--- src/logic/wdog_pkg.sv ---
package wdog_pkg;

   // ----------------------------------------
   // Register map (indices, byte address = 4 x index)
   // ----------------------------------------
   localparam int ADDR_W = 12;
   localparam logic [11:0] CTL_IDX = 12'h03E;
   localparam logic [11:0] ARM_IDX = 12'h03F;
   localparam logic [11:0] STAT_IDX = 12'h040;
   localparam logic [11:0] CTL_ADDR = {CTL_IDX[9:0], 2'h0};
   localparam logic [11:0] ARM_ADDR = {ARM_IDX[9:0], 2'h0};
   localparam logic [11:0] STAT_ADDR = {STAT_IDX[9:0], 2'h0};

   // ----------------------------------------
   // Control field positions and values
   // ----------------------------------------
   localparam int WIN_BIT = 7;
   localparam int DBG_BIT = 6;
   localparam int MASK_BIT = 5;
   localparam int SWAI_BIT = 4;
   localparam int RSTP_BIT = 3;
   localparam int RATE_MSB = 2;
   localparam logic [2:0] RATE_OFF = 3'h0;
   localparam logic [2:0] RATE_MAX = 3'h7;
   localparam logic [7:0] KEY_FIRST = 8'h55;
   localparam logic [7:0] KEY_SECOND = 8'hAA;

   // Status register bits
   localparam int ST_EN_BIT = 0;
   localparam int ST_OPEN_BIT = 1;
   localparam int ST_ARMED_BIT = 2;
   localparam int ST_ONCE_BIT = 3;

   // ----------------------------------------
   // Counter, timing and bus answers
   // ----------------------------------------
   localparam int CNT_W = 17;
   localparam logic [4:0] SHIFT_MAX = 5'h10;
   localparam int REF_DIV_DEFAULT = 1;
   localparam logic [1:0] RESP_OKAY = 2'h0;
   localparam logic [1:0] RESP_SLVERR = 2'h2;

   typedef enum logic {KEY_IDLE, KEY_FIRST_SEEN} key_state_e;

   // Timeout length as a power of two of reference ticks
   function automatic logic [4:0] rate_shift(input logic [2:0] rate);
      case (rate)
         3'h1: rate_shift = 5'h06;
         3'h2: rate_shift = 5'h08;
         3'h3: rate_shift = 5'h0A;
         3'h4: rate_shift = 5'h0C;
         3'h5: rate_shift = 5'h0E;
         3'h6: rate_shift = 5'h0F;
         default: rate_shift = 5'h10;
      endcase
   endfunction

   // Decoded register addresses
   function automatic logic addr_mapped(input logic [11:0] addr);
      addr_mapped = (addr == CTL_ADDR) || (addr == ARM_ADDR) || (addr == STAT_ADDR);
   endfunction

endpackage

--- src/logic/ref_tick.sv ---
`timescale 1ns/10ps
// One-cycle enable pulse standing for one reference clock edge
module ref_tick #(
   parameter int DIV = 1
) (
   input wire logic aclk,
   input wire logic aresetn,
   output logic tick
);

   logic [15:0] div_q, div_d;
   logic tick_q, tick_d;

   // Divider next state
   always_comb
   begin
      if (div_q >= 16'(DIV - 1))
      begin
         div_d = 16'h0000;
         tick_d = 1'b1;
      end
      else
      begin
         div_d = div_q + 16'h0001;
         tick_d = 1'b0;
      end
   end

   always_ff @(posedge aclk)
   begin
      if (!aresetn)
      begin
         div_q <= 16'h0000;
         tick_q <= 1'b0;
      end
      else
      begin
         div_q <= div_d;
         tick_q <= tick_d;
      end
   end

   assign tick = tick_q;

endmodule

--- src/logic/axil_regs.sv ---
`timescale 1ns/10ps
// AXI4-Lite slave front end, one write and one read at a time
module axil_regs (
   input wire logic aclk,
   input wire logic aresetn,
   input wire logic [11:0] awaddr,
   input wire logic awvalid,
   output logic awready,
   input wire logic [31:0] wdata,
   input wire logic [3:0] wstrb,
   input wire logic wvalid,
   output logic wready,
   output logic [1:0] bresp,
   output logic bvalid,
   input wire logic bready,
   input wire logic [11:0] araddr,
   input wire logic arvalid,
   output logic arready,
   output logic [31:0] rdata,
   output logic [1:0] rresp,
   output logic rvalid,
   input wire logic rready,
   input wire logic [7:0] rd_value,
   output logic wr_en,
   output logic [11:0] wr_addr,
   output logic [7:0] wr_data
);

   logic aw_held_q, aw_held_d, w_held_q, w_held_d, lane_q, lane_d;
   logic awready_q, wready_q, bvalid_q, bvalid_d, wr_en_q, wr_en_d;
   logic arready_q, rvalid_q, rvalid_d;
   logic [11:0] addr_q, addr_d;
   logic [7:0] data_q, data_d, rbyte_q, rbyte_d;
   logic [1:0] bresp_q, bresp_d, rresp_q, rresp_d;

   // Address and data latch in either order, answer after both
   always_comb
   begin
      aw_held_d = aw_held_q;
      w_held_d = w_held_q;
      addr_d = addr_q;
      data_d = data_q;
      lane_d = lane_q;
      bvalid_d = bvalid_q;
      bresp_d = bresp_q;
      wr_en_d = 1'b0;
      if (awvalid && awready_q)
      begin
         aw_held_d = 1'b1;
         addr_d = awaddr;
      end
      if (wvalid && wready_q)
      begin
         w_held_d = 1'b1;
         data_d = wdata[7:0];
         lane_d = wstrb[0];
      end
      if (bvalid_q && bready)
         bvalid_d = 1'b0;
      if (aw_held_q && w_held_q && !bvalid_q)
      begin
         aw_held_d = 1'b0;
         w_held_d = 1'b0;
         bvalid_d = 1'b1;
         wr_en_d = lane_q && wdog_pkg::addr_mapped(addr_q);
         bresp_d = wdog_pkg::addr_mapped(addr_q) ? wdog_pkg::RESP_OKAY : wdog_pkg::RESP_SLVERR;
      end
   end

   // Read taken and answered with the register value one edge later
   always_comb
   begin
      rvalid_d = rvalid_q;
      rbyte_d = rbyte_q;
      rresp_d = rresp_q;
      if (rvalid_q && rready)
         rvalid_d = 1'b0;
      if (arvalid && arready_q)
      begin
         rvalid_d = 1'b1;
         rbyte_d = rd_value;
         rresp_d = wdog_pkg::addr_mapped(araddr) ? wdog_pkg::RESP_OKAY : wdog_pkg::RESP_SLVERR;
      end
   end

   always_ff @(posedge aclk)
   begin
      if (!aresetn)
      begin
         aw_held_q <= 1'b0;
         w_held_q <= 1'b0;
         awready_q <= 1'b0;
         wready_q <= 1'b0;
         addr_q <= 12'h000;
         data_q <= 8'h00;
         lane_q <= 1'b0;
         bvalid_q <= 1'b0;
         bresp_q <= 2'h0;
         wr_en_q <= 1'b0;
         arready_q <= 1'b0;
         rvalid_q <= 1'b0;
         rbyte_q <= 8'h00;
         rresp_q <= 2'h0;
      end
      else
      begin
         aw_held_q <= aw_held_d;
         w_held_q <= w_held_d;
         awready_q <= !aw_held_d;
         wready_q <= !w_held_d;
         addr_q <= addr_d;
         data_q <= data_d;
         lane_q <= lane_d;
         bvalid_q <= bvalid_d;
         bresp_q <= bresp_d;
         wr_en_q <= wr_en_d;
         arready_q <= !rvalid_d;
         rvalid_q <= rvalid_d;
         rbyte_q <= rbyte_d;
         rresp_q <= rresp_d;
      end
   end

   assign awready = awready_q;
   assign wready = wready_q;
   assign bvalid = bvalid_q;
   assign bresp = bresp_q;
   assign arready = arready_q;
   assign rvalid = rvalid_q;
   assign rresp = rresp_q;
   assign rdata = {24'h000000, rbyte_q};
   assign wr_en = wr_en_q;
   assign wr_addr = addr_q;
   assign wr_data = data_q;

endmodule

--- src/logic/windowed_watchdog_timer.sv ---
// Register access over AXI4-Lite was left to the implementer.
`timescale 1ns/10ps
module windowed_watchdog_timer #(
   parameter int REF_DIV = wdog_pkg::REF_DIV_DEFAULT
) (
   input wire logic aclk,
   input wire logic aresetn,
   input wire logic [11:0] s_axil_awaddr,
   input wire logic [2:0] s_axil_awprot,
   input wire logic s_axil_awvalid,
   output logic s_axil_awready,
   input wire logic [31:0] s_axil_wdata,
   input wire logic [3:0] s_axil_wstrb,
   input wire logic s_axil_wvalid,
   output logic s_axil_wready,
   output logic [1:0] s_axil_bresp,
   output logic s_axil_bvalid,
   input wire logic s_axil_bready,
   input wire logic [11:0] s_axil_araddr,
   input wire logic [2:0] s_axil_arprot,
   input wire logic s_axil_arvalid,
   output logic s_axil_arready,
   output logic [31:0] s_axil_rdata,
   output logic [1:0] s_axil_rresp,
   output logic s_axil_rvalid,
   input wire logic s_axil_rready,
   input wire logic special_mode,
   input wire logic wait_mode,
   input wire logic stop_mode,
   input wire logic debug_active,
   input wire logic [3:0] nv_option,
   output logic wdog_reset_req,
   output logic pit_freeze
);

   // ----------------------------------------
   // Declarations
   // ----------------------------------------
   logic tick;
   logic wr_en;
   logic [11:0] wr_addr;
   logic [7:0] wr_data;
   logic [7:0] rd_value;

   logic win_q, win_d;
   logic dbg_q, dbg_d;
   logic swai_q, swai_d;
   logic rstp_q, rstp_d;
   logic [2:0] rate_q, rate_d;
   logic once_q, once_d;
   logic boot_q, boot_d;
   logic [wdog_pkg::CNT_W-1:0] cnt_q, cnt_d;
   wdog_pkg::key_state_e key_q, key_d;
   logic rst_req_q, rst_req_d;
   logic pit_freeze_q, pit_freeze_d;

   logic enabled, override, eff_win, frozen, win_open;
   logic ctl_wr, arm_wr, cfg_wr, restart;
   logic [4:0] eff_shift;
   logic [wdog_pkg::CNT_W-1:0] period, open_at;

   // ----------------------------------------
   // Bus slave and reference tick
   // ----------------------------------------
   axil_regs u_bus (
      .aclk(aclk),
      .aresetn(aresetn),
      .awaddr(s_axil_awaddr),
      .awvalid(s_axil_awvalid),
      .awready(s_axil_awready),
      .wdata(s_axil_wdata),
      .wstrb(s_axil_wstrb),
      .wvalid(s_axil_wvalid),
      .wready(s_axil_wready),
      .bresp(s_axil_bresp),
      .bvalid(s_axil_bvalid),
      .bready(s_axil_bready),
      .araddr(s_axil_araddr),
      .arvalid(s_axil_arvalid),
      .arready(s_axil_arready),
      .rdata(s_axil_rdata),
      .rresp(s_axil_rresp),
      .rvalid(s_axil_rvalid),
      .rready(s_axil_rready),
      .rd_value(rd_value),
      .wr_en(wr_en),
      .wr_addr(wr_addr),
      .wr_data(wr_data)
   );

   ref_tick #(
      .DIV(REF_DIV)
   ) u_tick (
      .aclk(aclk),
      .aresetn(aresetn),
      .tick(tick)
   );

   // ----------------------------------------
   // Effective operating point
   // ----------------------------------------

   // Enable, debug override, period and window edge
   always_comb
   begin
      enabled = (rate_q != wdog_pkg::RATE_OFF);
      override = enabled && debug_active && !dbg_q && special_mode;
      eff_shift = override ? wdog_pkg::SHIFT_MAX : wdog_pkg::rate_shift(rate_q);
      eff_win = win_q && !override;
      period = wdog_pkg::CNT_W'(17'h00001 << eff_shift);
      open_at = period - (period >> 2);
      win_open = (cnt_q >= open_at);
      frozen = (debug_active && dbg_q)
         || (stop_mode && !rstp_q)
         || (wait_mode && swai_q);
   end

   // Write decode
   always_comb
   begin
      ctl_wr = wr_en && (wr_addr == wdog_pkg::CTL_ADDR);
      arm_wr = wr_en && (wr_addr == wdog_pkg::ARM_ADDR);
      cfg_wr = ctl_wr && !wr_data[wdog_pkg::MASK_BIT]
         && (special_mode || !once_q);
   end

   // ----------------------------------------
   // Control register
   // ----------------------------------------

   // Field updates under write permissions
   always_comb
   begin
      win_d = win_q;
      dbg_d = dbg_q;
      swai_d = swai_q;
      rstp_d = rstp_q;
      rate_d = rate_q;
      once_d = once_q;
      boot_d = 1'b0;
      if (boot_q)
      begin
         if (special_mode)
         begin
            rate_d = wdog_pkg::RATE_MAX;
            win_d = 1'b0;
         end
         else
         begin
            rate_d = ~nv_option[2:0];
            win_d = ~nv_option[3];
         end
      end
      else
      begin
         if (ctl_wr)
         begin
            if (special_mode)
               dbg_d = wr_data[wdog_pkg::DBG_BIT];
            else
               dbg_d = dbg_q | wr_data[wdog_pkg::DBG_BIT];
         end
         if (cfg_wr)
         begin
            swai_d = wr_data[wdog_pkg::SWAI_BIT];
            rstp_d = wr_data[wdog_pkg::RSTP_BIT];
            if (special_mode)
            begin
               rate_d = wr_data[wdog_pkg::RATE_MSB:0];
               win_d = wr_data[wdog_pkg::WIN_BIT];
            end
            else
            begin
               once_d = 1'b1;
               if (wr_data[wdog_pkg::RATE_MSB:0] != wdog_pkg::RATE_OFF)
                  rate_d = wr_data[wdog_pkg::RATE_MSB:0];
               if (wr_data[wdog_pkg::WIN_BIT])
                  win_d = 1'b1;
            end
         end
      end
   end

   always_ff @(posedge aclk)
   begin
      if (!aresetn)
      begin
         win_q <= 1'b0;
         dbg_q <= 1'b0;
         swai_q <= 1'b0;
         rstp_q <= 1'b0;
         rate_q <= 3'h0;
         once_q <= 1'b0;
         boot_q <= 1'b1;
      end
      else
      begin
         win_q <= win_d;
         dbg_q <= dbg_d;
         swai_q <= swai_d;
         rstp_q <= rstp_d;
         rate_q <= rate_d;
         once_q <= once_d;
         boot_q <= boot_d;
      end
   end

   // ----------------------------------------
   // Counter, key sequence and reset request
   // ----------------------------------------

   // Restart sources other than the key pair
   always_comb
   begin
      restart = boot_q
         || (cfg_wr && wr_data[wdog_pkg::RATE_MSB:0] != wdog_pkg::RATE_OFF)
         || (!dbg_q && dbg_d);
   end

   // Timeout count and arm register service
   always_comb
   begin
      cnt_d = cnt_q;
      key_d = key_q;
      rst_req_d = 1'b0;
      if (!enabled)
      begin
         cnt_d = '0;
         key_d = wdog_pkg::KEY_IDLE;
      end
      else
      begin
         if (wait_mode && swai_q)
         begin
            cnt_d = '0;
         end
         else if (tick && !frozen)
         begin
            if (cnt_q >= period - 17'h00001)
            begin
               cnt_d = '0;
               key_d = wdog_pkg::KEY_IDLE;
               rst_req_d = 1'b1;
            end
            else
               cnt_d = cnt_q + 17'h00001;
         end
         if (arm_wr)
         begin
            case (wr_data)
               wdog_pkg::KEY_FIRST:
               begin
                  if (eff_win && !win_open)
                     rst_req_d = 1'b1;
                  else
                     key_d = wdog_pkg::KEY_FIRST_SEEN;
               end
               wdog_pkg::KEY_SECOND:
               begin
                  if (eff_win && !win_open)
                     rst_req_d = 1'b1;
                  else if (key_q == wdog_pkg::KEY_FIRST_SEEN)
                  begin
                     cnt_d = '0;
                     key_d = wdog_pkg::KEY_IDLE;
                  end
               end
               default:
               begin
                  rst_req_d = 1'b1;
               end
            endcase
         end
         if (rst_req_d)
         begin
            cnt_d = '0;
            key_d = wdog_pkg::KEY_IDLE;
         end
      end
      if (restart)
      begin
         cnt_d = '0;
         key_d = wdog_pkg::KEY_IDLE;
      end
   end

   // Periodic timer halt follows the debug-stop setting
   always_comb
   begin
      pit_freeze_d = debug_active && dbg_d;
   end

   always_ff @(posedge aclk)
   begin
      if (!aresetn)
      begin
         cnt_q <= '0;
         key_q <= wdog_pkg::KEY_IDLE;
         rst_req_q <= 1'b0;
         pit_freeze_q <= 1'b0;
      end
      else
      begin
         cnt_q <= cnt_d;
         key_q <= key_d;
         rst_req_q <= rst_req_d;
         pit_freeze_q <= pit_freeze_d;
      end
   end

   // ----------------------------------------
   // Read data and outputs
   // ----------------------------------------

   // Read mux on the incoming read address
   always_comb
   begin
      rd_value = 8'h00;
      case (s_axil_araddr)
         wdog_pkg::CTL_ADDR:
         begin
            rd_value[wdog_pkg::WIN_BIT] = win_q;
            rd_value[wdog_pkg::DBG_BIT] = dbg_q;
            rd_value[wdog_pkg::SWAI_BIT] = swai_q;
            rd_value[wdog_pkg::RSTP_BIT] = rstp_q;
            rd_value[wdog_pkg::RATE_MSB:0] = rate_q;
         end
         wdog_pkg::ARM_ADDR:
         begin
            rd_value = 8'h00;
         end
         wdog_pkg::STAT_ADDR:
         begin
            rd_value[wdog_pkg::ST_EN_BIT] = enabled;
            rd_value[wdog_pkg::ST_OPEN_BIT] = win_open;
            rd_value[wdog_pkg::ST_ARMED_BIT] = (key_q == wdog_pkg::KEY_FIRST_SEEN);
            rd_value[wdog_pkg::ST_ONCE_BIT] = once_q;
         end
         default:
         begin
            rd_value = 8'h00;
         end
      endcase
   end

   assign wdog_reset_req = rst_req_q;
   assign pit_freeze = pit_freeze_q;

endmodule

--- config.mk ---
export PLATFORM = sky130hd
export DESIGN_NAME = windowed_watchdog_timer
export DESIGN_NICKNAME = d
export VERILOG_FILES = /design/src/logic/wdog_pkg.sv /design/src/logic/ref_tick.sv /design/src/logic/axil_regs.sv /design/src/logic/windowed_watchdog_timer.sv
export SDC_FILE = /design/constraint.sdc
export NUM_CORES = 1
export LEC_CHECK = 0
export ABC_AREA = 1
export ABC_CLOCK_PERIOD_IN_PS = 4350
export BUFFER_PORTS_ARGS = -buffer_cell sky130_fd_sc_hd__buf_2
export CAP_MARGIN = 5
export CORE_AREA = 8 8 119 121
export CTS_CLUSTER_DIAMETER = 80
export CTS_CLUSTER_SIZE = 25
export DETAILED_ROUTE_END_ITERATION = 8
export DIE_AREA = 0 0 127 129
export PLACE_DENSITY = 0.69
export SETUP_SLACK_MARGIN = 0.2
export SLEW_MARGIN = 10
export SYNTH_ARGS = -nofsm -noshare
export SYNTH_HDL_FRONTEND = slang
export SYNTH_HIERARCHICAL = 1
export SYNTH_SLANG_ARGS = --single-unit
--- constraint.sdc ---
create_clock -name aclk -period 4.35 [get_ports aclk]
set_input_delay 0.87 -clock aclk [delete_from_list [all_inputs] [get_ports aclk]]
set_output_delay 0.87 -clock aclk [all_outputs]
set_load 0.05 [all_outputs]
After elaboration in Yosys (flattened, before gate mapping)
Cells that the tools add are included.
Widths: inputs -> output; s select.
{"block": "totals", "mem_bits_ro": 0, "latch_bits": 0, "register_bits": 86, "word_cells": 167, "memories": 0, "out_inout_bits": 43, "ram_bits": 0, "in_bits": 81}
{"block": "op_classes", "magnitude_cmp": 3, "reduce_logical": 59, "mux": 52, "eq_ne": 14, "bitwise": 7, "n_mul": 0, "add_sub_neg": 4, "shifts": 1, "n_div": 0}
{"operator": "$mux 17", "n": 7}
{"operator": "$eq 12x8->1 const B", "n": 4}
{"operator": "$ge 17x17->1", "n": 2}
{"operator": "$mux 1", "n": 33}
{"operator": "$pmux 5 s6", "n": 1}
{"operator": "$eq 12x9->1 const B", "n": 2}
{"operator": "$logic_and 1x1->1", "n": 24}
{"operator": "$add 17x1->17 const B", "n": 1}
{"operator": "$shl 1x5->17 const A", "n": 1}
{"operator": "$sub 17x1->17 const B", "n": 1}
{"operator": "$sub 17x15->17", "n": 1}
{"operator": "$add 16x1->16 const B", "n": 1}
{"operator": "$ge 16x1->1 const B", "n": 1}
{"operator": "$mux 3", "n": 5}
{"operator": "$reduce_bool 3->1", "n": 4}
{"operator": "$logic_not 1->1", "n": 11}
{"operator": "$reduce_and 2->1", "n": 5}
{"operator": "$eq 3x3->1 const B", "n": 3}
{"operator": "$logic_or 1x1->1", "n": 9}
{"operator": "$eq 8x7->1 const B", "n": 1}
{"operator": "$eq 8x8->1 const B", "n": 1}
{"operator": "$pmux 4 s2", "n": 1}
{"operator": "$eq 3x2->1 const B", "n": 2}
{"operator": "$mux 2", "n": 3}
{"operator": "10 further kinds", "n": 16}

Logic depth before layout (Yosys ltp)
{"block": "logic_depth", "word_depth": 16, "mapped_depth": 30, "depth_no_buf": 30}

Modules after synthesis
The synthesis kept the hierarchy.
{"mod": "windowed_watchdog_timer", "cells_each": 609, "area_each_um2": 3774.9, "seq_area_each_um2": 580.6, "instances": 1}
{"mod": "axil_regs", "cells_each": 231, "area_each_um2": 1721.7, "seq_area_each_um2": 780.7, "instances": 1}
{"mod": "ref_tick", "cells_each": 1, "area_each_um2": 20.0, "seq_area_each_um2": 20.0, "instances": 1}

Worst setup path before layout
OpenSTA, ideal clock, no wires.
{"block": "synth_path", "path_type": "input -> register", "startpoint": "input port debug_active", "endpoint": "register cnt_q[0] (netlist bit)", "setup_ps": 64, "required_time_ps": 4286, "arrival_ps": 3861, "path_stages": 26, "setup_slack_ps": 425, "n_path_buf": 1, "path_cell_list": "nand3_1 > inv_1 > nor3_1 > inv_1 > ha_1 > nand2_1 > a21oi_1 > a211oi_1 > nand3_1 > nand2_1 > nand2_1 > nand2_1 > nand2_1 > xor2_1 > ha_1 > nand2_1 > nor2_2 > nand2_1 > nor2_1 > nand2_1 > nand4_1 > o21bai_1 > nand2_1 > nand3_4 > buf_6 > nor2_1"}
{"block": "synth_via", "elab_chain_cells": 15, "word_cells_on_any_way": 33, "classes_between": "add/sub: 2; order compare: 2; shift: 1; mux: 15; reduce/logical: 13"}
{"item": "start, declared", "line": "windowed_watchdog_timer.sv:30", "source": "input wire logic debug_active,"}
{"item": "$logic_and 1x1->1 (3 in series)", "line": "windowed_watchdog_timer.sv:107", "source": "override = enabled && debug_active && !dbg_q && special_mode;"}
{"item": "$mux 5", "line": "windowed_watchdog_timer.sv:108", "source": "eff_shift = override ? wdog_pkg::SHIFT_MAX : wdog_pkg::rate_shift(rate_q);"}
{"item": "$shl 1x5->17", "line": "windowed_watchdog_timer.sv:110", "source": "period = wdog_pkg::CNT_W'(17'h00001 << eff_shift);"}
{"item": "$sub 17x1->17", "line": "windowed_watchdog_timer.sv:239", "source": "if (cnt_q >= period - 17'h00001)"}
{"item": "$ge 17x17->1", "line": "windowed_watchdog_timer.sv:239"}
{"item": "$mux 1", "line": "windowed_watchdog_timer.sv:239"}
{"item": "$mux 1", "line": "windowed_watchdog_timer.sv:237", "source": "else if (tick && !frozen)"}
{"item": "$mux 1", "line": "windowed_watchdog_timer.sv:233", "source": "if (wait_mode && swai_q)"}
{"item": "$mux 1", "line": "windowed_watchdog_timer.sv:253, windowed_watchdog_timer.sv:260"}
{"item": "$mux 1"}
{"item": "$mux 1", "line": "windowed_watchdog_timer.sv:248", "source": "if (arm_wr)"}
{"item": "$mux 1", "line": "windowed_watchdog_timer.sv:226", "source": "if (!enabled)"}
{"item": "$reduce_or 4->1 (no source line)"}
{"item": "end signal, assigned", "line": "windowed_watchdog_timer.sv:304", "source": "cnt_q <= cnt_d;"}
{"item": "end, declared", "line": "windowed_watchdog_timer.sv:52", "source": "logic [wdog_pkg::CNT_W-1:0] cnt_q, cnt_d;"}
Several ways; a longest one is shown, not always the timed one. The select of a mux whose other input is x is not followed.
A chain may end at the register's enable or synchronous reset.

Worst setup path in the final report
{"block": "layout_path", "startpoint": "input port debug_active", "endpoint": "register cnt_q[14] (netlist bit)"}
Same word-level chain as after synthesis.

==> results.cfg <==
[run_status]
status = finished clean

[timing]
worst_pin_slew_ns = 0.784
fin_tns_setup_ns = 0
finClkSkew_ns = 0.00923
setup_ws_ns = 0.415
period_share = 0.905
slew_headroom = 0.473
finalMaxSlewViolations = 0
max_freq_ghz = 0.254
grt_setup_unrepaired = false
finalSetupViolations = 0
hold_ws_ns = 0.438
finalHoldViolations = 0
layout_min_cycle_time_ns = 3.94

[layout]
diodes = 0
layout_common_cells = nand2_1 (170), nor2_1 (153), inv_1 (97), dfxtp_1 (69), buf_2 (62)
nNetsFinal = 1092
final_area_um2 = 6650
multi_input_area_um2 = 3810
drive_gt1_frac = 0.178
fillers = 1259
syn_to_final_growth_pct = 20.5
layout_commonest_cell = nand2_1
stdcell_count = 1114
regArea_um2 = 1380

[route]
drcViolationCount = 0
avgRoutedWirePerCell_um = 12.4
drt_pass1_iterations = 5
initialDrtViolationCount = 254
via_per_inst = 4.77
vias = 5315
drt-total-wl_um = 13900
postRouteAntennaNets = 0

[floorplanning]
core_um2 = 12300
start_util = 0.448
die_w_um = 127
die_h_um = 129
die_area_um2 = 16400
rows = 41
boundaryPins = 124

[clock_tree]
h-tree-depth = 3
clock-sinks = 69
cts_tree = built
insertion_delay_ns = 0.34
clk_pin_slew_ns = 0.06
clock_tree.root_cell = clkbuf_16
numCtsBuffers = 9
ctsHoldBuffers = 0
clk_path_buf_depth = 2

[synthesis]
synth_top_family_by_area = simple AND/OR/NAND/NOR gates
synth_ff_type = dfxtp_1
syn_area_um2 = 5520
synthArstFlopShare = 0
yosysWarningCount = 6
synthCells = 841
synthMuxAreaShare = 0
synth_fa_ha_area_frac = 0.119
synth_edf_count = 0
synth-seq-area-share = 0.250
synth.avg_cell_area_um2 = 6.56
synth_cell_types = 45
synth-seq-cells = 69
yosys.area_share.simple = 0.350
synth_xor_area_frac = 0.0381
synth_compound_area_frac = 0.123

[placement]
io_buffers = 64
dpl.cell_count = 1093
dp_slack_ns = -0.0735
gp_congestion = 0.873
dp_hpwl_um = 10800
placed_cell_area_um2 = 6140

[setup_path]
worstPathRequired_ns = 4.63
crit_fanout = 5
startpoint_type = primary input
cp.arrival_ns = 4.22
worstSetupPathType = primary input to flop
worstRegToRegCells = 28
end_kind = flop

[global_route]
grt_first_pass_wirelength_um = 22300
grt_max_degree = 41
gr-usage-all-layers = 0.165
first_global_vias = 4909
grt-ovfl-total = 0
antenna_found_initial = 0

[run]
cap_violations = 0

[power]
p_leak_nw = 3.31
power_density_nw_per_um2 = 312
ir_worst_vdd_uv = 277

[min_path]
hold_path_class = flop to flop
holdPathStages = 2
==> Yosys cell counts (all sizes together) (2+ instances only) <==
cell	instances	area share
nor4	3	0.0034
nand3	33	0.033
nor3	10	0.0091
nand3b	6	0.010
o21ai	52	0.049
nor2	173	0.13
ha	51	0.12
xnor2	7	0.011
nand2	185	0.14
o31ai	3	0.0041
and2	2	0.0023
nand4	14	0.021
buf	33	0.044
a211oi	3	0.0041
inv	106	0.073
a21o	2	0.0027
a31oi	2	0.0034
dfxtp	69	0.25
conb	3	0.0020
o21bai	3	0.0041
o22ai	3	0.0034
a21oi	57	0.052
xor2	17	0.027
==> registers in the layout, summed over array words and instances, names as in the netlist, 3 cells and up <==
signal and cells:
u_bus/rbyte_q 8, cnt_q 17, rate_q 3, u_bus/wr_addr 12, u_bus/wr_data 8
==> what timing repair did <==
item,CTS,global route
endpoints found under the setup margin,0,20
resized for setup,0,31
endpoints found under the hold margin,0,0
setup buffers,0,4
==> through the flow <==
stage,power [mW],utilization
6_report,2.07,0.540
2_1_floorplan,1.11,-
3_3_place_gp,1.22,0.499
5_1_grt,2.19,0.540
4_1_cts,2.05,0.526
3_5_place_dp,1.22,0.499
==> final cells by class <==
class                      count  area share
multi-input combinational    683       0.573
clock buffer                   9      0.0339
tap                          150      0.0282
inverter                     106      0.0602
sequential                    69       0.208
timing repair buffer          90      0.0813
clock inverter                 7      0.0158
==> metal layers <==
layer | share of wire | vias to the layer above | wire length [µm] | global-route usage
met3 | 0.051 | 19 | 709 | 0.0372
li1 | - | 2873 | - | -
met5 | 0 | - | 0 | 0
met2 | 0.46 | 105 | 6340 | 0.277
met4 | 0.019 | 0 | 257 | 0.0539
met1 | 0.47 | 2318 | 6540 | 0.205
==> logic make-up after synthesis <==
family / Yosys count
buffers and inverters: 139
xor gates and xnor gates: 24
other: 3
and+or+nand+nor: 429
AOI/OAI and AO/OA: 125
adders and majority gates: 52
DFF: 69
==> report_power, final <==
part           leakage [nW]  switching (mW)  internal (mW)
registers             0.564          0.0266          0.663
logic                  2.59           0.360          0.205
clock network         0.159           0.309          0.511
==> path summary, 6_finish.rpt <==
check / from / endpoint / slack [ns]
worst max-delay path: debug_active / cnt_q[14] / 0.41
worst min-delay path: u_bus/lane_q / u_bus/wr_en / 0.44
worst max register to register: dbg_q / cnt_q[14] / 0.56
worst min register to register: u_bus/lane_q / u_bus/wr_en / 0.44
==> worst max-delay path, stage by stage <==
cell and delay (ns):
buf_4 0.11, nand3_4 0.08, buf_6 0.14, o21ai_4 0.06, nor2_2 0.07, nand2_2 0.11, inv_1 0.05, ha_2 0.18
nand2_2 0.09, a21oi_2 0.07, a211oi_2 0.25, nand3_2 0.15, nand2_2 0.10, nand2_1 0.05, nand2_1 0.08, nand2_1 0.06
xor2_1 0.16, ha_1 0.33, a21oi_1 0.18, nand2_1 0.09, inv_1 0.06, nand2_1 0.04, a21oi_1 0.11, nand4_1 0.21
buf_6 0.21, nand3_4 0.09, nand3_1 0.10, nor2_2 0.10
Power figures use the tool's default switching activity.
